File: src/pwm_pkg.sv
// Shared constants and carrier types for the dual channel modulator
package pwm_pkg;

   // ***************************************************************
   // Bus geometry
   // ***************************************************************
   localparam int ADDR_W = 8;
   localparam int DATA_W = 32;

   // Register byte offsets on the register bus
   localparam logic [ADDR_W-1:0] OFS_CONTROL = 8'hBC;
   localparam logic [ADDR_W-1:0] OFS_RELOAD  = 8'hC0;
   localparam logic [ADDR_W-1:0] OFS_CMP0    = 8'hC4;
   localparam logic [ADDR_W-1:0] OFS_CMP1    = 8'hC8;

   // ***************************************************************
   // Modulator sizes and special values
   // ***************************************************************
   localparam int         NUM_CH     = 2;
   localparam int         CNT_W      = 8;
   localparam logic [7:0] CNT_MAX    = 8'hFE;  // Counter runs 0..254
   localparam logic [7:0] CNT_ZERO   = 8'h00;
   localparam logic [7:0] PRESC_WRAP = 8'hFF;  // Prescaler terminal count
   localparam logic [7:0] CMP_LOW    = 8'h00;  // Output held low
   localparam logic [7:0] CMP_HIGH   = 8'hFF;  // Output held high
   localparam int         TICK_DIV   = 2;      // Clocks per prescaler step

   // Reset values
   localparam logic [7:0] RELOAD_RESET = 8'h00;
   localparam logic [7:0] CMP_RESET    = 8'h00;

   // Control register field positions
   localparam int CTRL_OVF_BIT = 3;
   localparam int CTRL_RUN_BIT = 2;
   localparam int CTRL_PE1_BIT = 1;
   localparam int CTRL_PE0_BIT = 0;

   // ***************************************************************
   // Carrier types
   // ***************************************************************
   typedef struct packed {
      logic              psel;
      logic              penable;
      logic              pwrite;
      logic [ADDR_W-1:0] paddr;
      logic [DATA_W-1:0] pwdata;
   } apb_req_s;

   // Control bits in register order, bit 3 down to bit 0
   typedef struct packed {
      logic       counter_overflow_flag;
      logic       counter_enable_clear_n;
      logic [1:0] pin_drive_enable;
   } ctrl_s;

   localparam ctrl_s CTRL_RESET = 4'h0;

endpackage

File: src/dual_channel_pwm_unit.sv
// Two channel pulse width modulator with an APB register slave
//
// Function
// - Prescaler reloads complement on overflow, reset, clear
// - Prescaler divides by reload plus one
// - Shared counter counts 0 to 254, wraps
// - Counter equal compare drives output low
// - Counter zero drives output high, except 00H
// - Compare 00H always low, FFH always high
// - Counter runs on enable; pins gated separately
// - Chip reset clears whole modulator
// - Idle mode keeps modulator running normally
// - Power-down freezes state, resumes afterwards
// - Clear low zeroes counter, reloads, outputs high except 00H
// - Period is oscillator over 510 times reload+1
// - High/low ratio is compare over 255-compare
// - Disabled pin released; counter usable as timer
// - Overflow flag set by hardware, software clears
// - Control bits: enable bit2, pin1 bit1, pin0 bit0
`timescale 1ns/1ps

module dual_channel_pwm_unit
#(
   parameter int NUM_CH = pwm_pkg::NUM_CH
)
(
   input  wire logic                      core_clk_i,
   input  wire logic                      resetn_i,
   input  wire logic                      power_down_i,
   input  wire pwm_pkg::apb_req_s         apb_req_i,
   output logic [pwm_pkg::DATA_W-1:0]     prdata_o,
   output logic                           pready_o,
   output logic                           pslverr_o,
   output logic [NUM_CH-1:0]              pwm_pin_o,
   output logic [NUM_CH-1:0]              pwm_pin_oe_o
);
   import pwm_pkg::*;

   // ***************************************************************
   // Declarations
   // ***************************************************************
   localparam int DIV_W = (TICK_DIV > 1) ? $clog2(TICK_DIV) : 1;
   localparam logic [DIV_W-1:0] DIV_LAST = DIV_W'(TICK_DIV - 1);
   localparam logic [ADDR_W-1:0] OFS_CMP [2] = '{OFS_CMP0, OFS_CMP1};

   ctrl_s              ctrl_reg;
   logic [7:0]         reload_reg;
   logic [7:0]         cmp_reg [NUM_CH];
   logic [DIV_W-1:0]   div_reg;
   logic [7:0]         presc_reg;
   logic [CNT_W-1:0]   cnt_reg;
   logic [NUM_CH-1:0]  level_reg;
   logic [NUM_CH-1:0]  oe_reg;
   logic [DATA_W-1:0]  prdata_reg;
   logic               pready_reg;
   logic               pslverr_reg;

   logic               setup_phase;
   logic               wr_en;
   logic               rd_setup;
   logic               addr_hit;
   logic               run;
   logic               tick;
   logic               step;
   logic               wrap;
   logic [DATA_W-1:0]  rd_next;

   // ***************************************************************
   // APB slave
   // ***************************************************************

   // Bus phases; zero wait states, the write lands at the access edge
   assign setup_phase = apb_req_i.psel & ~apb_req_i.penable;
   assign wr_en       = apb_req_i.psel & apb_req_i.penable &
                        apb_req_i.pwrite & pready_reg;
   assign rd_setup    = setup_phase & ~apb_req_i.pwrite;

   // Address decode and read mux, unmapped words read as zero
   always_comb
   begin
      addr_hit = 1'b1;
      rd_next  = '0;
      unique case (apb_req_i.paddr)
         OFS_CONTROL: rd_next = {{(DATA_W-4){1'b0}}, ctrl_reg};
         OFS_RELOAD:  rd_next = {{(DATA_W-8){1'b0}}, reload_reg};
         OFS_CMP0:    rd_next = {{(DATA_W-8){1'b0}}, cmp_reg[0]};
         OFS_CMP1:    rd_next = {{(DATA_W-8){1'b0}}, cmp_reg[NUM_CH-1]};
         default:     addr_hit = 1'b0;
      endcase
   end

   // Handshake flops; pready rises for exactly the access cycle
   always_ff @(posedge core_clk_i or negedge resetn_i)
   begin
      if (!resetn_i)
      begin
         pready_reg  <= 1'b0;
         pslverr_reg <= 1'b0;
      end
      else
      begin
         pready_reg  <= setup_phase;
         pslverr_reg <= setup_phase & ~addr_hit;
      end
   end

   // Read data captured in setup so it comes straight from a flop
   always_ff @(posedge core_clk_i or negedge resetn_i)
   begin
      if (!resetn_i)
         prdata_reg <= '0;
      else if (rd_setup)
         prdata_reg <= rd_next;
   end

   // Reload and compare registers
   always_ff @(posedge core_clk_i or negedge resetn_i)
   begin
      if (!resetn_i)
      begin
         reload_reg <= RELOAD_RESET;
         for (int ch = 0; ch < NUM_CH; ch++)
            cmp_reg[ch] <= CMP_RESET;
      end
      else if (wr_en)
      begin
         if (apb_req_i.paddr == OFS_RELOAD)
            reload_reg <= apb_req_i.pwdata[7:0];
         for (int ch = 0; ch < NUM_CH; ch++)
            if (apb_req_i.paddr == OFS_CMP[ch])
               cmp_reg[ch] <= apb_req_i.pwdata[7:0];
      end
   end

   // Control register; the overflow event beats a clearing write
   always_ff @(posedge core_clk_i or negedge resetn_i)
   begin
      if (!resetn_i)
         ctrl_reg <= CTRL_RESET;
      else
      begin
         if (wr_en && apb_req_i.paddr == OFS_CONTROL)
         begin
            ctrl_reg.counter_enable_clear_n <=
               apb_req_i.pwdata[CTRL_RUN_BIT];
            ctrl_reg.pin_drive_enable <=
               {apb_req_i.pwdata[CTRL_PE1_BIT],
                apb_req_i.pwdata[CTRL_PE0_BIT]};
            if (!apb_req_i.pwdata[CTRL_OVF_BIT])
               ctrl_reg.counter_overflow_flag <= 1'b0;
         end
         if (wrap)
            ctrl_reg.counter_overflow_flag <= 1'b1;
      end
   end

   // ***************************************************************
   // Prescaler and counter
   // ***************************************************************

   // Idle mode has no input here: the block simply keeps counting
   // no idle gating
   assign run  = ctrl_reg.counter_enable_clear_n & ~power_down_i;
   assign tick = run & (div_reg == DIV_LAST);
   // divide by reload plus one, sets the period
   assign step = tick & (presc_reg == PRESC_WRAP);
   assign wrap = step & (cnt_reg == CNT_MAX);

   // Oscillator divider, held at zero while the counter is cleared
   always_ff @(posedge core_clk_i or negedge resetn_i)
   begin
      if (!resetn_i)
         div_reg <= '0;
      else if (power_down_i)
         div_reg <= div_reg;
      else if (!ctrl_reg.counter_enable_clear_n)
         div_reg <= '0;
      else if (div_reg == DIV_LAST)
         div_reg <= '0;
      else
         div_reg <= div_reg + DIV_W'(1);
   end

   // Prescaler counts up from the complement to FFh, then reloads
   always_ff @(posedge core_clk_i or negedge resetn_i)
   begin
      if (!resetn_i)
         presc_reg <= ~RELOAD_RESET;
      else if (power_down_i)
         presc_reg <= presc_reg;
      else if (!ctrl_reg.counter_enable_clear_n)
         presc_reg <= ~reload_reg;
      // reload at terminal count, covers overflow
      else if (step)
         presc_reg <= ~reload_reg;
      else if (tick)
         presc_reg <= presc_reg + 8'h01;
   end

   // Shared counter; keeps running with both pins released
   always_ff @(posedge core_clk_i or negedge resetn_i)
   begin
      if (!resetn_i)
         cnt_reg <= CNT_ZERO;
      else if (power_down_i)
         cnt_reg <= cnt_reg;
      else if (!ctrl_reg.counter_enable_clear_n)
         cnt_reg <= CNT_ZERO;
      else if (wrap)
         cnt_reg <= CNT_ZERO;
      else if (step)
         cnt_reg <= cnt_reg + 8'h01;
   end

   // ***************************************************************
   // Channel outputs
   // ***************************************************************
   genvar gch;
   generate
      for (gch = 0; gch < NUM_CH; gch++)
      begin : g_chan
         // Level follows the counter; 00h wins so it never goes high.
         // FFh never matches since the counter wraps after 254.
         always_ff @(posedge core_clk_i or negedge resetn_i)
         begin
            if (!resetn_i)
               level_reg[gch] <= 1'b0;
            else if (power_down_i)
               level_reg[gch] <= level_reg[gch];
            else if (cmp_reg[gch] == CMP_LOW)
               level_reg[gch] <= 1'b0;
            // high at zero, also while cleared
            else if (cnt_reg == CNT_ZERO)
               level_reg[gch] <= 1'b1;
            else if (cnt_reg == cmp_reg[gch])
               level_reg[gch] <= 1'b0;
         end

         // Pin drive follows its own enable only
         always_ff @(posedge core_clk_i or negedge resetn_i)
         begin
            if (!resetn_i)
               oe_reg[gch] <= 1'b0;
            else
               oe_reg[gch] <= ctrl_reg.pin_drive_enable[gch];
         end
      end
   endgenerate

   assign pwm_pin_o    = level_reg;
   assign pwm_pin_oe_o = oe_reg;
   assign prdata_o     = prdata_reg;
   assign pready_o     = pready_reg;
   assign pslverr_o    = pslverr_reg;

   // ***************************************************************
   // Assertions
   // ***************************************************************
   a_clear_reload: assert property (
      @(posedge core_clk_i) disable iff (!resetn_i)
      (!power_down_i && !ctrl_reg.counter_enable_clear_n)
      |=> presc_reg == ~$past(reload_reg))
      else $error("prescaler not reloaded while cleared");

   a_reload_read: assert property (
      @(posedge core_clk_i) disable iff (!resetn_i)
      (rd_setup && apb_req_i.paddr == OFS_RELOAD)
      |=> prdata_reg == {24'h000000, $past(reload_reg)})
      else $error("reload readback wrong");

   a_counter_range: assert property (
      @(posedge core_clk_i) disable iff (!resetn_i)
      cnt_reg <= CNT_MAX)
      else $error("counter beyond 254");

   a_counter_hold: assert property (
      @(posedge core_clk_i) disable iff (!resetn_i)
      (ctrl_reg.counter_enable_clear_n && presc_reg != PRESC_WRAP)
      |=> $stable(cnt_reg))
      else $error("counter moved before prescaler wrap");

   a_low_on_match: assert property (
      @(posedge core_clk_i) disable iff (!resetn_i)
      (!power_down_i && cnt_reg != CNT_ZERO
       && cnt_reg == cmp_reg[0])
      |=> !level_reg[0])
      else $error("channel 0 not low on match");

   a_high_at_zero: assert property (
      @(posedge core_clk_i) disable iff (!resetn_i)
      (!power_down_i && cnt_reg == CNT_ZERO
       && cmp_reg[NUM_CH-1] != CMP_LOW)
      |=> level_reg[NUM_CH-1])
      else $error("channel 1 not high at zero");

   a_zero_holds: assert property (
      @(posedge core_clk_i) disable iff (!resetn_i)
      (!power_down_i && cmp_reg[0] == CMP_LOW) |=> !level_reg[0])
      else $error("compare 00h output not low");

   a_full_holds: assert property (
      @(posedge core_clk_i) disable iff (!resetn_i)
      (cmp_reg[NUM_CH-1] == CMP_HIGH && level_reg[NUM_CH-1]
       && $stable(cmp_reg[NUM_CH-1]))
      |=> level_reg[NUM_CH-1])
      else $error("compare FFh output dropped");

   a_power_freeze: assert property (
      @(posedge core_clk_i) disable iff (!resetn_i)
      power_down_i |=> $stable(cnt_reg) && $stable(presc_reg)
                       && $stable(level_reg))
      else $error("state moved in power-down");

   a_clear_counter: assert property (
      @(posedge core_clk_i) disable iff (!resetn_i)
      (!power_down_i && !ctrl_reg.counter_enable_clear_n)
      |=> cnt_reg == CNT_ZERO)
      else $error("counter not cleared");

   a_pin_release: assert property (
      @(posedge core_clk_i) disable iff (!resetn_i)
      !ctrl_reg.pin_drive_enable[0] |=> !pwm_pin_oe_o[0])
      else $error("pin 0 still driven");

   a_wrap_flag: assert property (
      @(posedge core_clk_i) disable iff (!resetn_i)
      wrap |=> cnt_reg == CNT_ZERO && ctrl_reg.counter_overflow_flag)
      else $error("overflow not flagged");

   a_flag_sticky: assert property (
      @(posedge core_clk_i) disable iff (!resetn_i)
      (ctrl_reg.counter_overflow_flag
       && !(wr_en && apb_req_i.paddr == OFS_CONTROL))
      |=> ctrl_reg.counter_overflow_flag)
      else $error("overflow flag cleared by hardware");

   a_tick_spacing: assert property (
      @(posedge core_clk_i) disable iff (!resetn_i)
      tick |=> !tick)
      else $error("prescaler advanced on consecutive clocks");

endmodule

File: config.mk
export PLATFORM = sky130hd
export DESIGN_NAME = dual_channel_pwm_unit
export DESIGN_NICKNAME = d
export VERILOG_FILES = /design/src/pwm_pkg.sv /design/src/dual_channel_pwm_unit.sv
export SDC_FILE = /design/constraint.sdc
export NUM_CORES = 1
export LEC_CHECK = 0
export BUFFER_PORTS_ARGS = -buffer_cell sky130_fd_sc_hd__buf_2
export CORE_MARGIN = 2
export CORE_UTILIZATION = 55
export DETAILED_ROUTE_END_ITERATION = 8
export PLACE_DENSITY = 0.85
export SYNTH_ARGS = -nofsm -noshare
export SYNTH_HDL_FRONTEND = slang
export SYNTH_SLANG_ARGS = --single-unit
File: constraint.sdc
create_clock -name core_clk_i -period 2.8 [get_ports core_clk_i]
set_input_delay 0.56 -clock core_clk_i [delete_from_list [all_inputs] [get_ports core_clk_i]]
set_output_delay 0.56 -clock core_clk_i [all_outputs]
set_load 0.02 [all_outputs]
== Word level (Yosys, flattened, before mapping) ==
Index checks and enable logic that the tools add are counted.
Storage, ports and cells
  bits in registers: 83
  bits of input ports: 46
  output and inout bits: 38
Operators by class
  add/subtract/negate cells: 3
  equality and inequality tests: 11
  multiplexer cells: 19
  bitwise gates (word level): 15
  reductions and logical operators: 16
Operators with widths (count)
  8-bit equality test (second input constant): 6
  8-bit two-way mux: 6
  8-bit one-hot mux with 4 select lines: 1
  8-bit zero test: 3
  8-bit by 1-bit adder with 8-bit output (second input constant): 2
  8-bit equality test: 2
  2-bit AND reduction: 8
  1-bit two-way mux: 11
  1-bit AND: 10
  8-bit NOT: 1
  3-bit by 1-bit != test with 1-bit output (second input constant): 2
  3-bit nonzero test: 2
  4-bit two-way mux: 1
  1-bit NOT: 4
  4-bit OR reduction: 1
  2-bit by 1-bit != test with 1-bit output (second input constant): 1
  2-bit nonzero test: 1
  1-bit adder (second input constant): 1
  1-bit logical AND: 1

== Logic depth before layout (Yosys ltp) ==
Gate-level depths: netlist of run 1.
  word-level depth: 7
  depth in mapped cells: 8

== Worst setup path before layout of run 1 ==
No wires, ideal clock.
  path type: input to register
  start: input port apb_req_i[34] in the netlist's numbering
  end: register ctrl_reg[0] in the netlist's numbering
  arrival time: 1.714 ns
  required time: 2.675 ns
  path slack: 0.961 ns
  stages: 5
  path buffers: 1
  cell sequence: buf_2 -> nand4_1 -> nor3b_2 -> and2_1 -> mux2_2
Between the ends
  word-level cells in the longest chain between the ends: 2
RTL lines
  start: declaration: line dual_channel_pwm_unit.sv:30  | input wire pwm_pkg::apb_req_s apb_req_i,
  8-bit equality test: line dual_channel_pwm_unit.sv:142  | if (wr_en && apb_req_i.paddr == OFS_CONTROL)
  1-bit logical AND: line dual_channel_pwm_unit.sv:142
  end: declaration: line dual_channel_pwm_unit.sv:46  | ctrl_s ctrl_reg;
No other way between the ends.
A chain may end at the register's enable or synchronous reset.

== Final worst setup path of run 1 ==
  start: register presc_reg[0]
  end: register cnt_reg[2]
Between the ends
  word-level cells in the longest chain between the ends: 5
  elaborated cells on any way between the ends: 7
  classes of those cells: 2 x eq/ne; 2 x mux; 2 x bitwise; 1 x reduce/logical
RTL lines
  start: declaration: line dual_channel_pwm_unit.sv:50  | logic [7:0] presc_reg;
  start signal: assignment: line dual_channel_pwm_unit.sv:188  | presc_reg <= ~RELOAD_RESET;
  start signal: assignment: line dual_channel_pwm_unit.sv:190  | presc_reg <= presc_reg;
  start signal: assignment: line dual_channel_pwm_unit.sv:192  | presc_reg <= ~reload_reg;
  8-bit equality test *: line dual_channel_pwm_unit.sv:166  | assign step = tick & (presc_reg == PRESC_WRAP);
  1-bit AND *: line dual_channel_pwm_unit.sv:166
  1-bit AND: line dual_channel_pwm_unit.sv:167  | assign wrap = step & (cnt_reg == CNT_MAX);
  3-bit by 1-bit != test with 1-bit output (no line) / 8-bit two-way mux (equally long branches)
  2-bit AND reduction (no line) / 8-bit two-way mux (equally long branches)
  end signal: assignment: line dual_channel_pwm_unit.sv:206  | cnt_reg <= cnt_reg;
  end signal: assignment: line dual_channel_pwm_unit.sv:212  | cnt_reg <= cnt_reg + 8'h01;
  end: declaration: line dual_channel_pwm_unit.sv:51  | logic [CNT_W-1:0] cnt_reg;
Mark *: on every way between the ends. The rest lies on a longest branch, timed or not.

==> impl_metrics.csv, run 1 <==
group,metric,value,unit
clocking,insertion_delay,340,ps
critical_path,cp_slowest_cell,"dfstp_2",
clocking,hold_buffers,0,
sta,maxSlewViolCount,0,
pwr,peakVddDrop,0.000396,V
layout,largest_reg_flops,16,
yosys,synthTopCellsByArea,"dfrtp_1 (37%), mux2_2 (8.6%), dfstp_2 (6.2%), buf_4 (5.5%), xor2_1 (4.1%)",
yosys,syn_inst,332,
drt,vias_per_cell,6.08,
drt,drt_wl_total,7660,microns
clocking,root_buffer,"clkbuf_8",
yosys,synthArstFlopShare,1.00,
layout,final_cells,440,
drt,dr.first_iter.drc_count,277,
worst_hold_path,holdCritPathClass,"in2async",
critical_path,cp-start-kind,"flip-flop",
sta,hold_viol_final,0,
layout,utilization,0.624,
layout,antennaDiodeCount,0,
yosys,yosys_warnings,0,
sta,min_period_over_period,0.778,
critical_path,arrival,2400,ps
placement,hpwl,5390,microns
placement,place_inst,424,
drt,dr.pass1.iters,5,
sta,fin_crit,2180,ps
die,dieHeight,82.8,microns
die,die_w,82.8,microns
yosys,yosysMostFrequentCell,"dfrtp_1",
sta,finalSetupTns,0,ps
layout,design_area,3720,sq um
die,io_pins,84,
layout,layout-drive-gt1-share,0.266,
critical_path,cp_cell_sequence,"ha_1, and4_1, a31oi_4, nor2_1, o21ai_0, a21o_1",
clocking,cts_buffers,9,
critical_path,cpPeakStageDelay,560,ps
clocking,cts.clk_slew.worst_paths,60,ps
placement,portBuffers,35,
die,dieArea,6850,sq um
clocking,cts.repair.resized,0,
layout,regArea,1490,sq um
global_routing,grt_pass1_vias,2519,
global_routing,grt_antenna_before_repair,0,
drt,wl_per_cell,17.4,microns
critical_path,reg2reg_slack,620,ps
placement,gp_congestion,0.812,
sta,finalSetupViolations,0,
yosys,synth_top_area_cell,"dfrtp_1",
critical_path,end_kind,"flip-flop",
critical_path,worstPathRequired,3020,ps
sta,finClkSkew,6.90,ps
global_routing,grt_pass1_wl,12300,microns
yosys,ys_types,59,
clocking,htreeDepth,3,
layout,n_fill_cell,495,
die,fp-row-count,28,
sta,hold_slack,220,ps
die,core,5960,sq um
sta,slew_headroom,0.584,
run,drv_cap,0,
drt,drt_drc_violations_left,0,
yosys,ys.flop_type,"dfrtp_1",
global_routing,grt_overflow_total,0,
sta,rsz0062_at_grt,"false",
sta,max_clock_freq,0.459,GHz
drt,vias,2674,
global_routing,grt.total_usage,0.247,
yosys,synth_top_area_frac,0.374,
clocking,post_cts_buffers,0,
critical_path,worstRegToRegCells,6,
critical_path,crit_type,"reg2reg",
pwr,power.leakage,1.80,nW
layout,multi_input_area,1720,sq um
yosys,synth_edf_count,0,
placement,dp_worst_setup_slack,580,ps
die,start_util,0.573,
yosys,synth-seq-cells,59,
yosys,synthTopCellsByCount,"dfrtp_1 (51), nand2_1 (33), mux2_2 (26), buf_4 (25), o21ai_0 (17)",
yosys,synth-seq-area-share,0.436,
sta,worst_pin_slew,624,ps
yosys,syn_area,3410,sq um
clocking,cts_max_path_buffers,2,
pwr,p_per_area,522,nW/um^2
clocking,cts_sinks,59,
drt,ant_nets,0,
critical_path,path_max_fanout,13,
sta,setup_ws,621,ps
layout,nNetsFinal,410,
global_routing,grt_start_max_net_pins,60,
clocking,cts_tree,"built",
placement,dpl-instance-area,3530,sq um
pwr,total_power,1.94,mW
run_status,status,"completed",
yosys,synth.avg_cell_area,10.3,sq um
layout,area_delta_synth_final,8.95,%
-- placed cells by master, fill, tap and decap left out, types with 4 or more instances in the layout --
cell type / count
and2_1: 5
o21ai_0: 17
or4_1: 4
xor2_1: 16
clkbuf_1: 4
a31oi_1: 4
buf_2: 35
clkbuf_8: 10
a221oi_1: 4
nor2_1: 10
ha_1: 4
dfrtp_1: 51
inv_1: 4
o221ai_1: 5
mux2i_1: 4
a22o_1: 6
nand4_1: 4
mux2_2: 26
conb_1: 24
nand3_1: 5
nor3_1: 5
nor4_1: 10
and4_1: 4
a21oi_1: 7
dfstp_2: 8
nand2_1: 33
-- layout make-up --
| type | count | share of cell area |
|---|---|---|
| multi-input combinational | 248 | 0.464 |
| sequential | 59 | 0.400 |
| timing repair buffer | 38 | 0.0565 |
| clock buffer | 14 | 0.0411 |
| tap | 75 | 0.0252 |
| clock inverter | 2 | 0.00942 |
| inverter | 4 | 0.00404 |
-- per-layer routing --
layer  share of wire  up-vias  GRT usage
met3           0.066       27     0.0391
li1                -     1226          -
met2            0.48      124      0.388
met4           0.028        0      0.130
met5               0        -          0
met1            0.43     1297      0.330
-- cell families after synthesis --
logic type                 Yosys count  share of synthesized area
and+or+nand+nor                    111                      0.195
buffers and inverters               48                     0.0843
muxes                               30                     0.0975
xor gates and xnor gates            16                     0.0411
other                                1                    0.00110
adders and majority gates            4                     0.0147
AOI/OAI and AO/OA                   63                      0.130
DFF                                 59                      0.436
-- power breakdown --
group | switching, mW | internal (mW)
clock network | 0.322 | 0.436
registers | 0.0518 | 0.904
logic | 0.143 | 0.0830
-- worst paths after layout --
path | start | end
setup / recovery | presc_reg[0] | cnt_reg[2]
hold / removal | resetn_i | div_reg
setup reg to reg | presc_reg[0] | cnt_reg[2]
hold reg to reg | ctrl_reg[1] | pwm_pin_oe_o[1]
max in group asynchronous | resetn_i | presc_reg[5]
min in group core_clk_i | ctrl_reg[1] | pwm_pin_oe_o[1]
-- critical path, delay by kind of cell, from the launching register on --
kind | cells | cell delay, ps
simple gates | 2 | 720
compound gates | 3 | 570
flops | 1 | 560
fa+ha+maj | 1 | 210
No activity file was read; power rests on OpenSTA's default activity.
==> run 2, diff against run 1 <==
- CORE_UTILIZATION: 55 -> 48
- PLACE_DENSITY: 0.85 -> 0.79
- clock period: 2.8 -> 1.87 ns (I/O delays scaled with it)
==> impl_metrics.csv, run 2 (synthesis results as in run 1) <==
group,metric,value,unit
run_status,status,"completed",
critical_path,arrival,2050,ps
sta,finalSetupTns,0,ps
clocking,hold_buffers,0,
clocking,insertion_delay,340,ps
critical_path,cp_cell_sequence,"and4b_1, nand3_4, buf_4, nor4_1, a31oi_1, o211ai_1",
critical_path,crit_buf_inv,1,
clocking,cts_tree,"built",
critical_path,cp-startpoint,"presc_reg[7]",
critical_path,cpPeakStageDelay,560,ps
clocking,cts_sinks,59,
critical_path,cp_slowest_cell,"dfstp_2",
drt,wl_per_cell,16.2,microns
die,dieArea,7800,sq um
drt,drt_wl_total,7850,microns
drt,vias,2696,
critical_path,critPathTopFamily,"simple AND/OR/NAND/NOR gates",
critical_path,worst-path-stages,6,
sta,setup_ws,71.0,ps
pwr,power.leakage,1.94,nW
drt,ant_nets,0,
sta,slew_headroom,0.618,
layout,antennaDiodeCount,0,
sta,max_clock_freq,0.556,GHz
critical_path,end_kind,"flip-flop",
sta,finClkSkew,6.32,ps
critical_path,rr_startpoint,"presc_reg[7]",
clocking,htreeDepth,3,
clocking,post_cts_buffers,0,
layout,layout_common_cells,"dfrtp_1 (51), buf_2 (35), nand2_1 (33)",
sta,hold_viol_final,0,
global_routing,grt_pass1_wl,13000,microns
die,dieHeight,88.3,microns
sta,finalSetupViolations,0,
layout,layout-drive-gt1-share,0.328,
clocking,cts_max_path_buffers,2,
die,io_pins,84,
layout,area_delta_synth_final,16.9,%
clocking,cts_buffers,9,
layout,nNetsFinal,435,
pwr,peakVddDrop,0.000521,V
placement,gp_congestion,0.878,
placement,portBuffers,35,
clocking,cts.repair.resized,0,
die,core,6830,sq um
critical_path,path_max_fanout,6,
critical_path,cp-start-kind,"flip-flop",
drt,dr.first_iter.drc_count,192,
placement,dp_worst_setup_slack,41.4,ps
placement,hpwl,5680,microns
critical_path,crit_type,"reg2reg",
critical_path,worstRegToRegCells,6,
worst_hold_path,holdCritPathClass,"in2async",
critical_path,worstPathRequired,2120,ps
layout,largest_reg_flops,16,
drt,drt_drc_violations_left,0,
die,die_w,88.3,microns
sta,maxSlewViolCount,0,
global_routing,grt_antenna_before_repair,0,
run,drv_cap,0,
sta,fin_crit,1800,ps
global_routing,grt_overflow_total,0,
sta,worst_pin_slew,572,ps
global_routing,grt_start_max_net_pins,60,
drt,dr.pass1.iters,6,
global_routing,grt.total_usage,0.222,
die,fp-row-count,30,
clocking,root_buffer,"clkbuf_8",
clocking,cts.clk_slew.worst_paths,60,ps
global_routing,grt_pass1_vias,2658,
drt,vias_per_cell,5.55,
pwr,p_per_area,793,nW/um^2
sta,min_period_over_period,0.962,
layout,layout_commonest_cell,"dfrtp_1",
die,start_util,0.499,
==> run 2: cell count changes in the layout (fill, tap and decap cells not counted), sizes merged <==
cell      before  now
buf           38   63
clkinvlp       0    1
clkbuf        14   12
bufinv         1    2
==> run 2: layout make-up <==
type | instances | area (sq um)
fillers | 588 | 2840
multi-input cells | 248 | 1740
flip-flops and latches | 59 | 1490
repair buffers | 63 | 398
clock buffers | 12 | 155
well taps | 96 | 120
clock inverters | 4 | 72.6
inverters | 4 | 15.0
==> run 2: per-stage QoR <==
| stage | utilization | instances | power, mW | hold slack [ps] | instance area (sq um) |
|---|---|---|---|---|---|
| after CTS | 0.581 | 486 | 3.18 | 24.7 | 3970 |
| after detailed placement | 0.548 | 470 | 1.85 | 392 | 3740 |
| final | 0.584 | 486 | 3.16 | 16.9 | 3990 |
| after floorplan | - | 355 | 1.72 | 78.4 | 3500 |
| after global routing | 0.584 | 486 | 3.30 | 36.1 | 3990 |
| after global placement | 0.548 | 470 | 1.83 | 393 | 3740 |
==> run 2: worst paths after layout <==
path                                   end  slack (ps)
max                             cnt_reg[4]          70
min in group core_clk_i           pready_o         230
min reg2reg                pwm_pin_oe_o[1]         400
max in group asynchronous     presc_reg[6]        1540
max reg2reg                     cnt_reg[4]          70
min                        pwm_pin_oe_o[0]          20
==> run 2: power by group <==
part	switching, mW	internal, mW	total, mW
clock	0.499	0.821	1.32
combinational	0.259	0.178	0.437
sequential	0.0547	1.35	1.41
==> run 2: layer usage <==
| layer | track usage | vias up | share of wire |
|---|---|---|---|
| met5 | 0 | - | 0 |
| met4 | 0.0868 | 0 | 0.017 |
| met3 | 0.0485 | 13 | 0.052 |
| met2 | 0.355 | 108 | 0.50 |
| met1 | 0.298 | 1311 | 0.43 |
| li1 | - | 1264 | - |
==> run 3, diff against run 2 <==
- CORE_UTILIZATION: 48 -> 30
- PLACE_DENSITY: 0.79 -> 0.55
==> impl_metrics.csv, run 3 (synthesis results as in run 1) <==
group,metric,value,unit
drt,wl_met1,3800,microns
pwr,power.leakage,1.99,nW
layout,layout_commonest_cell,"dfrtp_1",
layout,antennaDiodeCount,0,
die,io_pins,84,
drt,dr_wl_met3,383,microns
sta,finClkSkew,4.70,ps
run,drv_cap,0,
sta,fin_crit,1740,ps
critical_path,path_max_fanout,6,
sta,maxSlewViolCount,0,
placement,portBuffers,35,
sta,rsz0062_at_grt,"false",
pwr,peakVddDrop,0.000475,V
placement,gp_congestion,0.854,
run_status,status,"completed",
placement,dpl-instance-area,3830,sq um
clocking,cts_max_path_buffers,2,
worst_hold_path,holdCritPathClass,"in2async",
layout,largest_reg_flops,16,
sta,max_clock_freq,0.574,GHz
die,dieArea,12200,sq um
clocking,cts.clk_slew.worst_paths,50,ps
critical_path,cp-start-kind,"flip-flop",
drt,dr.first_iter.drc_count,119,
drt,drt_wl_total,8350,microns
drt,dr.pass1.iters,4,
clocking,root_buffer,"clkbuf_16",
layout,design_area,4120,sq um
die,dieHeight,111,microns
drt,vias_per_cell,5.01,
layout,nNetsFinal,436,
global_routing,grt_antenna_before_repair,0,
placement,hpwl,6120,microns
global_routing,grt_overflow_total,0,
die,die_w,111,microns
sta,hold_viol_final,0,
drt,route.met2.wl,4010,microns
sta,finalSetupViolations,0,
die,start_util,0.311,
sta,slew_headroom,0.667,
drt,top_layer_used,"met4",
critical_path,end_kind,"flip-flop",
drt,vias,2657,
sta,worst_pin_slew,499,ps
global_routing,grt_pass1_vias,2679,
layout,area_delta_synth_final,20.9,%
die,fp-row-count,38,
global_routing,grt.total_usage,0.140,
sta,min_period_over_period,0.932,
critical_path,arrival,1950,ps
pwr,p_per_area,820,nW/um^2
clocking,hold_buffers,0,
sta,finalSetupTns,0,ps
clocking,cts_buffers,9,
layout,layout-drive-gt1-share,0.328,
clocking,cts_sinks,59,
critical_path,cpPeakStageDelay,530,ps
critical_path,worstPathRequired,2080,ps
clocking,cts_tree,"built",
critical_path,cp_slowest_cell,"dfstp_2",
drt,wl_per_cell,15.8,microns
clocking,insertion_delay,330,ps
drt,drt_drc_violations_left,0,
critical_path,cp_cell_sequence,"ha_1, and4_4, nand3_4, buf_4, a21o_1, a21oi_1, o21ai_0",
drt,ant_nets,0,
layout,layout_common_cells,"dfrtp_1 (50), buf_2 (35), nand2_1 (33)",
global_routing,grt_pass1_wl,13900,microns
global_routing,grt_start_max_net_pins,60,
die,core,11000,sq um
clocking,htreeDepth,3,
critical_path,crit_type,"reg2reg",
run 3: changes by cell type in the layout (fill, tap and decap cells not counted), moves of 2 or more:
cell       before  now
clkbuf_8       11    3
bufinv_16       2    0
buf_12          1    3
clkbuf_16       0    9
run 3: what timing repair did:
action	in CTS	in global routing
buffers inserted	0	0
endpoints found under the setup margin	0	9
gates resized for setup	0	5
run 3: worst max-delay path: cells and delay by family, from the launching register on:
| kind | cells | cell delay [ps] |
|---|---|---|
| adders and majority gates | 1 | 160 |
| and+or+nand+nor | 2 | 370 |
| AOI/OAI and AO/OA | 3 | 380 |
| buffers and inverters | 1 | 180 |
| DFF | 1 | 530 |
run 3: worst paths after layout:
check / from / end / slack [ps] / cells past startpoint
max: presc_reg[0] / cnt_reg[5] / 130 / 7
min: resetn_i / pwm_pin_oe_o[0] / 40 / 2
max reg2reg: presc_reg[0] / cnt_reg[5] / 130 / 7
min reg2reg: ctrl_reg[1] / pwm_pin_oe_o[1] / 400 / 0
max in group asynchronous: resetn_i / presc_reg[2] / 1510 / 2
min in group core_clk_i: apb_req_i[41] / pready_o / 280 / 2
run 3: cell type report:
| type | count | area, sq um |
|---|---|---|
| Clock buffer | 13 | 270 |
| Clock inverter | 2 | 10.0 |
| Fill cell | 1070 | 6860 |
| Inverter | 4 | 15.0 |
| Multi-Input combinational cell | 248 | 1740 |
| Sequential cell | 59 | 1490 |
| Tap cell | 140 | 175 |
| Timing Repair Buffer | 64 | 430 |
run 3: metrics by stage:
| stage | setup slack [ps] | instances | utilization | power (mW) | hold WS (ps) |
|---|---|---|---|---|---|
| floorplan | 52.8 | 355 | - | 1.72 | 78.4 |
| global placement | 30.8 | 515 | 0.349 | 1.84 | 379 |
| detailed placement | 28.7 | 515 | 0.349 | 1.86 | 379 |
| CTS | 13.7 | 530 | 0.374 | 3.40 | 61.8 |
| global route | 11.2 | 530 | 0.375 | 3.54 | 68.7 |
| finish | 126 | 530 | 0.375 | 3.38 | 37.5 |
run 3: routing by layer:
metal	GRT usage	up-vias
li1	-	1280
met1	0.186	1291
met2	0.227	72
met3	0.0274	14
met4	0.0525	0
met5	0	-
run 3: report_power, final:
part	switching [mW]	leakage (nW)	internal [mW]	total (mW)
combinational	0.254	1.08	0.177	0.431
sequential	0.0520	0.767	1.36	1.41
clock	0.550	0.141	0.992	1.54
